===== config.mk =====
export PLATFORM = sky130hd
export DESIGN_NAME = tai_alarm_top
export DESIGN_NICKNAME = d
export VERILOG_FILES = /design/src/tai_pkg.sv /design/src/tai_chan_if.sv /design/src/tai_limit_cmp.sv /design/src/tai_pin_sync.sv /design/src/tai_alarm_top.sv
export VERILOG_INCLUDE_DIRS = /design/src /design/src/src
export SDC_FILE = /design/constraint.sdc
export NUM_CORES = 1
export LEC_CHECK = 0
export BUFFER_PORTS_ARGS = -buffer_cell sky130_fd_sc_hd__buf_4
export CAP_MARGIN = 40
export CORE_UTILIZATION = 47
export CTS_CLUSTER_DIAMETER = 80
export DETAILED_ROUTE_END_ITERATION = 16
export GPL_ROUTABILITY_DRIVEN = 1
export PLACE_DENSITY_LB_ADDON = 0.12
export SLEW_MARGIN = 20
export SYNTH_ARGS = -nofsm -noshare
export SYNTH_HDL_FRONTEND = slang
export SYNTH_HIERARCHICAL = 1
export SYNTH_SLANG_ARGS = --single-unit

===== constraint.sdc =====
create_clock -name clk_i -period 1.7 [get_ports clk_i]
set_input_delay 0.34 -clock clk_i [delete_from_list [all_inputs] [get_ports clk_i]]
set_output_delay 0.34 -clock clk_i [all_outputs]
set_load 0.005 [all_outputs]

===== src/tai_regs.svh =====
`ifndef TAI_REGS_SVH
`define TAI_REGS_SVH

`define TAI_ADDR_STATUS1      8'h02
`define TAI_ADDR_STATUS2      8'h03
`define TAI_ADDR_OTBEH        8'h3F

`define TAI_S1_ALARM_SPEED    0
`define TAI_S1_FAN_FAULT      1
`define TAI_S1_REMOTE_HIGH    2
`define TAI_S1_REMOTE_LOW     3
`define TAI_S1_REMOTE_OT      4
`define TAI_S1_DIODE_ERR      5
`define TAI_S1_LOCAL_HIGH     6
`define TAI_S1_LOCAL_LOW      7
`define TAI_S2_LOCAL_OT       6
`define TAI_S2_EXT_PULL       7
`define TAI_OTBEH_FAN_EN      7

`define TAI_S1_INT_MASK       8'hDF
`define TAI_S2_INT_MASK       8'hC0
`define TAI_STATUS_RESET      8'h00
`define TAI_FAN_EN_RESET      1'b0
`define TAI_OT_HYST_DEGC      5

`endif


===== src/tai_pkg.sv =====
package tai_pkg;
   typedef logic signed [7:0] tai_temp_t;
   typedef logic [7:0]        tai_byte_t;
   typedef enum logic {
      TAI_CH_LOCAL,
      TAI_CH_REMOTE
   } tai_chan_e;
endpackage


===== src/tai_chan_if.sv =====
`timescale 1ns/10ps
interface tai_chan_if;
   import tai_pkg::*;
   tai_temp_t temp;
   tai_temp_t low_lim;
   tai_temp_t high_lim;
   tai_temp_t ot_lim;
   logic      meas_stb;
   logic      low_viol;
   logic      high_viol;
   logic      ot_active;
   logic      ot_rise;
   modport cmp (input temp, low_lim, high_lim, ot_lim, meas_stb,
                output low_viol, high_viol, ot_active, ot_rise);
   modport ctl (output temp, low_lim, high_lim, ot_lim, meas_stb,
                input low_viol, high_viol, ot_active, ot_rise);
endinterface


===== src/tai_limit_cmp.sv =====
`timescale 1ns/10ps
`include "tai_regs.svh"
module tai_limit_cmp (
   input  wire logic clk_i,
   input  wire logic srst_i,
   tai_chan_if.cmp   ch
);
   import tai_pkg::*;

   logic signed [8:0] release_lvl;
   logic              ot_active_reg;
   logic              ot_rise_reg;

   // Nine bits so that a limit near -128 does not wrap when lowered.
   assign release_lvl  = 9'(ch.ot_lim) - 9'sd`TAI_OT_HYST_DEGC;
   assign ch.low_viol  = ch.temp < ch.low_lim;
   assign ch.high_viol = ch.temp > ch.high_lim;
   assign ch.ot_active = ot_active_reg;
   assign ch.ot_rise   = ot_rise_reg;

   always_ff @(posedge clk_i) begin
      if (srst_i) begin
         ot_active_reg <= 1'b0;
      end else if (ch.meas_stb) begin
         if (ch.temp > ch.ot_lim) begin
            ot_active_reg <= 1'b1;
         end else if (9'(ch.temp) < release_lvl) begin
            ot_active_reg <= 1'b0;
         end
      end
   end

   always_ff @(posedge clk_i) begin
      if (srst_i) begin
         ot_rise_reg <= 1'b0;
      end else begin
         ot_rise_reg <= ch.meas_stb & ~ot_active_reg & (ch.temp > ch.ot_lim);
      end
   end
endmodule


===== src/tai_pin_sync.sv =====
`timescale 1ns/10ps
module tai_pin_sync (
   input  wire logic clk_i,
   input  wire logic srst_i,
   input  wire logic pin_i,
   output logic      level_o
);
   logic [2:0] stage_reg;
   logic       level_reg;

   assign level_o = level_reg;

   always_ff @(posedge clk_i) begin
      if (srst_i) begin
         stage_reg <= 3'h7;
      end else begin
         stage_reg <= {stage_reg[1:0], pin_i};
      end
   end

   // Only the second and third stages are compared; the first may be metastable.
   always_ff @(posedge clk_i) begin
      if (srst_i) begin
         level_reg <= 1'b1;
      end else if (stage_reg[1] == stage_reg[2]) begin
         level_reg <= stage_reg[2];
      end
   end
endmodule


===== src/tai_alarm_top.sv =====
`timescale 1ns/10ps
`include "tai_regs.svh"
module tai_alarm_top #(
   // Arbitrary value, not tied to any product.
   parameter logic [3:0] REVISION = 4'h1
) (
   input  wire logic              clk_i,
   input  wire logic              srst_i,
   input  wire tai_pkg::tai_temp_t local_temp_i,
   input  wire tai_pkg::tai_temp_t remote_temp_i,
   input  wire tai_pkg::tai_temp_t local_low_lim_i,
   input  wire tai_pkg::tai_temp_t local_high_lim_i,
   input  wire tai_pkg::tai_temp_t local_ot_lim_i,
   input  wire tai_pkg::tai_temp_t remote_low_lim_i,
   input  wire tai_pkg::tai_temp_t remote_high_lim_i,
   input  wire tai_pkg::tai_temp_t remote_ot_lim_i,
   input  wire logic              meas_done_i,
   input  wire logic              local_int_en_i,
   input  wire logic              remote_int_en_i,
   input  wire logic              fan_at_alarm_i,
   input  wire logic              tach_fail_i,
   input  wire logic              diode_err_i,
   input  wire tai_pkg::tai_byte_t reg_addr_i,
   input  wire logic              reg_rd_i,
   input  wire logic              reg_wr_i,
   input  wire tai_pkg::tai_byte_t reg_wdata_i,
   output tai_pkg::tai_byte_t     reg_rdata_o,
   output logic                   alarm_int_n_o,
   input  wire logic              overtemp_line_n_i,
   output logic                   overtemp_line_n_o,
   output logic                   overtemp_line_n_oe_o,
   output logic                   fan_full_speed_o
);
   import tai_pkg::*;

   function automatic logic addr_hit(input tai_byte_t addr, input tai_byte_t target, input logic stb);
      addr_hit = stb & (addr == target);
   endfunction

   tai_chan_if ch_if[2] ();

   tai_temp_t temp_a     [2];
   tai_temp_t low_lim_a  [2];
   tai_temp_t high_lim_a [2];
   tai_temp_t ot_lim_a   [2];
   logic      en_a       [2];
   logic      low_viol_a [2];
   logic      high_viol_a[2];
   logic      ot_act_a   [2];
   logic      ot_rise_a  [2];

   assign temp_a[TAI_CH_LOCAL]      = local_temp_i;
   assign temp_a[TAI_CH_REMOTE]     = remote_temp_i;
   assign low_lim_a[TAI_CH_LOCAL]   = local_low_lim_i;
   assign low_lim_a[TAI_CH_REMOTE]  = remote_low_lim_i;
   assign high_lim_a[TAI_CH_LOCAL]  = local_high_lim_i;
   assign high_lim_a[TAI_CH_REMOTE] = remote_high_lim_i;
   assign ot_lim_a[TAI_CH_LOCAL]    = local_ot_lim_i;
   assign ot_lim_a[TAI_CH_REMOTE]   = remote_ot_lim_i;
   assign en_a[TAI_CH_LOCAL]        = local_int_en_i;
   assign en_a[TAI_CH_REMOTE]       = remote_int_en_i;

   genvar g;
   generate
      for (g = 0; g < 2; g++) begin : g_chan
         assign ch_if[g].temp     = temp_a[g];
         assign ch_if[g].low_lim  = low_lim_a[g];
         assign ch_if[g].high_lim = high_lim_a[g];
         assign ch_if[g].ot_lim   = ot_lim_a[g];
         assign ch_if[g].meas_stb = meas_done_i;
         assign low_viol_a[g]     = ch_if[g].low_viol;
         assign high_viol_a[g]    = ch_if[g].high_viol;
         assign ot_act_a[g]       = ch_if[g].ot_active;
         assign ot_rise_a[g]      = ch_if[g].ot_rise;

         tai_limit_cmp u_cmp (
            .clk_i  (clk_i),
            .srst_i (srst_i),
            .ch     (ch_if[g])
         );
      end
   endgenerate

   // Pin synchroniser and open-drain drive.
   logic line_level;
   logic self_drive;
   logic ext_low;
   logic ext_low_prev_reg;
   logic [3:0] self_hist_reg;

   tai_pin_sync u_sync (
      .clk_i   (clk_i),
      .srst_i  (srst_i),
      .pin_i   (overtemp_line_n_i),
      .level_o (line_level)
   );

   // The line is never gated by the enable bits, so the fail-safe path survives a masked channel.
   assign self_drive           = ot_act_a[TAI_CH_LOCAL] | ot_act_a[TAI_CH_REMOTE];
   assign overtemp_line_n_o    = 1'b0;
   assign overtemp_line_n_oe_o = self_drive;
   // While this end drives the line its own pull cannot be told apart from an outside one.
   // The synchroniser lags the pin by up to four edges, so the tail of our own pull is masked too.
   assign ext_low              = ~line_level & ~self_drive & ~(|self_hist_reg);

   always_ff @(posedge clk_i) begin
      if (srst_i) begin
         self_hist_reg <= 4'h0;
      end else begin
         self_hist_reg <= {self_hist_reg[2:0], self_drive};
      end
   end

   always_ff @(posedge clk_i) begin
      if (srst_i) begin
         ext_low_prev_reg <= 1'b0;
      end else begin
         ext_low_prev_reg <= ext_low;
      end
   end

   // Fan forcing.
   logic fan_force_en_reg;

   always_ff @(posedge clk_i) begin
      if (srst_i) begin
         fan_force_en_reg <= `TAI_FAN_EN_RESET;
      end else if (addr_hit(reg_addr_i, `TAI_ADDR_OTBEH, reg_wr_i)) begin
         fan_force_en_reg <= reg_wdata_i[`TAI_OTBEH_FAN_EN];
      end
   end

   always_ff @(posedge clk_i) begin
      if (srst_i) begin
         fan_full_speed_o <= 1'b0;
      end else begin
         fan_full_speed_o <= (self_drive & fan_force_en_reg) | ext_low;
      end
   end

   // Status flags: a set in the read cycle wins over the clear.
   logic      rd_s1;
   logic      rd_s2;
   logic      fan_alarm_prev_reg;
   logic      first_meas_reg;
   tai_byte_t status1_reg;
   tai_byte_t status2_reg;
   tai_byte_t s1_set;
   tai_byte_t s1_clr;
   tai_byte_t s2_set;
   tai_byte_t s2_clr;

   assign rd_s1 = addr_hit(reg_addr_i, `TAI_ADDR_STATUS1, reg_rd_i);
   assign rd_s2 = addr_hit(reg_addr_i, `TAI_ADDR_STATUS2, reg_rd_i);

   always_ff @(posedge clk_i) begin
      if (srst_i) begin
         fan_alarm_prev_reg <= 1'b0;
      end else begin
         fan_alarm_prev_reg <= fan_at_alarm_i;
      end
   end

   // The diode check belongs to the first conversion after each reset only.
   always_ff @(posedge clk_i) begin
      if (srst_i) begin
         first_meas_reg <= 1'b1;
      end else if (meas_done_i) begin
         first_meas_reg <= 1'b0;
      end
   end

   always_comb begin
      s1_set = `TAI_STATUS_RESET;
      s1_set[`TAI_S1_ALARM_SPEED] = fan_at_alarm_i & ~fan_alarm_prev_reg;
      s1_set[`TAI_S1_FAN_FAULT]   = tach_fail_i;
      s1_set[`TAI_S1_REMOTE_HIGH] = meas_done_i & en_a[TAI_CH_REMOTE] & high_viol_a[TAI_CH_REMOTE];
      s1_set[`TAI_S1_REMOTE_LOW]  = meas_done_i & en_a[TAI_CH_REMOTE] & low_viol_a[TAI_CH_REMOTE];
      s1_set[`TAI_S1_REMOTE_OT]   = en_a[TAI_CH_REMOTE] & ot_rise_a[TAI_CH_REMOTE];
      s1_set[`TAI_S1_DIODE_ERR]   = meas_done_i & first_meas_reg & diode_err_i;
      s1_set[`TAI_S1_LOCAL_HIGH]  = meas_done_i & en_a[TAI_CH_LOCAL] & high_viol_a[TAI_CH_LOCAL];
      s1_set[`TAI_S1_LOCAL_LOW]   = meas_done_i & en_a[TAI_CH_LOCAL] & low_viol_a[TAI_CH_LOCAL];
   end

   always_comb begin
      s1_clr = rd_s1 ? `TAI_S1_INT_MASK : `TAI_STATUS_RESET;
      s1_clr[`TAI_S1_DIODE_ERR] = 1'b0;
      if (!en_a[TAI_CH_REMOTE]) begin
         s1_clr[`TAI_S1_REMOTE_HIGH] = 1'b1;
         s1_clr[`TAI_S1_REMOTE_LOW]  = 1'b1;
         s1_clr[`TAI_S1_REMOTE_OT]   = 1'b1;
      end
      if (!en_a[TAI_CH_LOCAL]) begin
         s1_clr[`TAI_S1_LOCAL_HIGH] = 1'b1;
         s1_clr[`TAI_S1_LOCAL_LOW]  = 1'b1;
      end
   end

   always_comb begin
      s2_set = `TAI_STATUS_RESET;
      s2_set[`TAI_S2_LOCAL_OT] = en_a[TAI_CH_LOCAL] & ot_rise_a[TAI_CH_LOCAL];
      s2_set[`TAI_S2_EXT_PULL] = ext_low & ~ext_low_prev_reg;
      s2_clr = rd_s2 ? `TAI_S2_INT_MASK : `TAI_STATUS_RESET;
      if (!en_a[TAI_CH_LOCAL]) begin
         s2_clr[`TAI_S2_LOCAL_OT] = 1'b1;
      end
   end

   always_ff @(posedge clk_i) begin
      if (srst_i) begin
         status1_reg <= `TAI_STATUS_RESET;
      end else begin
         status1_reg <= (status1_reg & ~s1_clr) | s1_set;
      end
   end

   always_ff @(posedge clk_i) begin
      if (srst_i) begin
         status2_reg <= `TAI_STATUS_RESET;
      end else begin
         status2_reg <= (status2_reg & ~s2_clr) | s2_set;
      end
   end

   // Alarm interrupt line. The diode error cannot be cleared, so it stays out of the OR.
   logic int_pending;

   assign int_pending = |(status1_reg & `TAI_S1_INT_MASK) | |(status2_reg & `TAI_S2_INT_MASK);
   assign alarm_int_n_o = ~int_pending;

   // Read data is the value before any clear of the same read.
   always_ff @(posedge clk_i) begin
      if (srst_i) begin
         reg_rdata_o <= 8'h00;
      end else if (reg_rd_i) begin
         unique case (reg_addr_i)
            `TAI_ADDR_STATUS1: reg_rdata_o <= status1_reg;
            `TAI_ADDR_STATUS2: reg_rdata_o <= status2_reg;
            `TAI_ADDR_OTBEH:   reg_rdata_o <= {fan_force_en_reg, 3'h0, REVISION};
            default:           reg_rdata_o <= 8'h00;
         endcase
      end
   end
endmodule


==> flow_summary.json <==
{
  "peakVddDrop_mv": 0.5846,
  "power.density_nw_per_um2": 557.5,
  "synth_edf_count": 0,
  "multi_input_area_um2": 2265,
  "cts.sinks": 35,
  "cap_violations": 0,
  "htree_num_levels": 2,
  "synth_area_um2": 3117,
  "place_area_um2": 4151,
  "fin_area_um2": 4305,
  "cts_root_buf": "clkbuf_8",
  "status": "complete, no violations",
  "cp.required_ps": 1360,
  "mostFrequentLayoutCells": "122 x buf_4, 64 x ha_1, 50 x inv_1, 33 x dfxtp_1, 23 x nand2_1",
  "grt.busiest_layer": "met2",
  "fillers": 571,
  "drive_gt1_share_pct": 33.27,
  "cts_buffers": 5,
  "wirelength_um": 6967,
  "max_freq_ghz": 0.6052,
  "final_common_cell": "buf_4",
  "period_needed_ps": 1652,
  "critical_path_class": "reg2out",
  "gp_congestion": 0.8034,
  "worst-path-max-fanout": 3,
  "ys.flop_type": "dfxtp_1",
  "leakagePower_nw": 2.183,
  "netlist-cell-type-count": 52,
  "vias": 2915,
  "track_usage_pct": 20.91,
  "cts_tree": "built",
  "die-area_um2": 6961,
  "finClkSkew_ps": 3.482,
  "antenna_found_initial": 0,
  "die_h_um": 83.44,
  "tns_ps": 0,
  "syn_inst": 371,
  "grt_pass1_vias": 2881,
  "detailedRoute.firstPassIterationCount": 4,
  "grt_util_met3_pct": 2.783,
  "setup_viol": 0,
  "clkTransAtPathRegs_ps": 70,
  "holdWs_ps": 237.1,
  "ff_latch_area_um2": 703.2,
  "routedWlPerCell_um": 12.16,
  "core-area_um2": 6386,
  "fin_crit_sh_pct": 97.19,
  "rsz0062_at_grt": "true",
  "synth_warnings": 6,
  "cp.arrival_ps": 1310,
  "grt_overflow_total": 0,
  "io_buffers": 94,
  "gr-usage-met1_pct": 25.20,
  "grt_max_degree": 21,
  "routed_via_density": 5.087,
  "nets": 652,
  "drtIter0Drc": 65,
  "dp_hpwl_um": 5934,
  "grt_first_pass_wirelength_um": 12160,
  "clock_path_buffers": 2,
  "yosysSeqAreaShare_pct": 22.48,
  "clock_latency_ps": 280,
  "final-max-slew-violation-count": 0,
  "ios": 103,
  "hp-class": "in2reg",
  "drc_errors": 0,
  "start_util_pct": 48.80,
  "fp.dieW_um": 83.44,
  "end_kind": "output port",
  "drtAntennaViolNets": 0,
  "insertedDiodeCount": 0,
  "synth_fp_nets": 528,
  "crit_path_start_kind": "flip-flop",
  "avgSynthCellArea_um2": 8.401,
  "core.rowCount": 29,
  "synth_seq_cells": 35,
  "grt.met2_usage_pct": 39.42,
  "hold_violations": 0,
  "synthToLayoutAreaGrowth_pct": 38.14,
  "ys_async_sr_fraction_pct": 0
}
kinds of logic after synthesis:
kind of cell	count (synthesis)	synth area share, %
simple gates	115	22.40
compound gates	80	16.42
fa+ha+maj	66	26.50
buf+inv	59	7.587
flops	35	22.48
xor+xnor	10	2.810
mux	5	1.686
other cells	1	0.1203
worst paths after layout:
path | from | to | slack (ps) | cells past startpoint
hold reg to reg | u_sync/stage_reg[0] | u_sync/stage_reg[1] | 410 | 1
setup reg to reg | self_hist_reg[1] | status2_reg[7] | 440 | 3
setup / recovery | status2_reg[7] | alarm_int_n_o | 50 | 4
hold / removal | overtemp_line_n_i | u_sync/stage_reg[0] | 240 | 2
cell type report:
type                    instances  share of cell area, %
inverters                      53                  4.679
flip-flops and latches         35                  16.33
clock inverters                 3                  1.017
clock buffers                   5                  1.598
repair buffers                123                  21.53
well taps                      77                  2.238
multi-input cells             277                  52.60
metal layers:
| metal | vias to the layer above | wire length (µm) |
|---|---|---|
| met4 | 0 | 48 |
| li1 | 1562 | - |
| met5 | - | 0 |
| met1 | 1292 | 3152 |
| met3 | 5 | 229 |
| met2 | 56 | 3535 |
what timing repair did:
| item | in CTS | in global routing |
|---|---|---|
| hold buffers | 0 | 0 |
| setup endpoints to repair | 1 | 3 |
| setup buffers | 0 | 1 |
| pin swaps | 0 | 14 |
| gates resized for setup | 1 | 10 |
worst max-delay path: stages, from the launching register on:
cell and delay [ps]:
dfxtp_2 340, nor4_2 260, nand2_1 110, nor4_2 170, buf_4 160
stage by stage:
| stage | cells | setup slack (ps) | total power, mW | util, % |
|---|---|---|---|---|
| CTS | 572 | 12.49 | 2.413 | 66.87 |
| global placement | 564 | -204.0 | 1.644 | 65.01 |
| global route | 573 | -5.778 | 2.568 | 67.42 |
| finish | 573 | 47.70 | 2.400 | 67.42 |
| floorplan | 371 | 0.8593 | 1.315 | - |
| detailed placement | 564 | -293.9 | 1.668 | 65.01 |
where the power goes:
part | total [mW] | switching, mW | internal (mW)
clock | 0.737 | 0.300 | 0.436
sequential | 0.878 | 0.0219 | 0.856
combinational | 0.786 | 0.362 | 0.424
synth_stat cells, types with 5 or more instances:
library cell	number	share of area [%]
a21o_1	11	2.6
a21oi_1	20	3.2
dfxtp_1	35	22
ha_1	66	26
inv_1	53	6.4
nand2_1	23	2.8
nand2b_1	5	1.0
nand3_1	13	2.1
nand4_1	8	1.6
nor2_1	22	2.6
nor2b_1	11	2.2
nor3b_1	5	1.2
o21ai_0	17	2.7
xnor2_1	8	2.2
(Power assumes the default switching activity.)
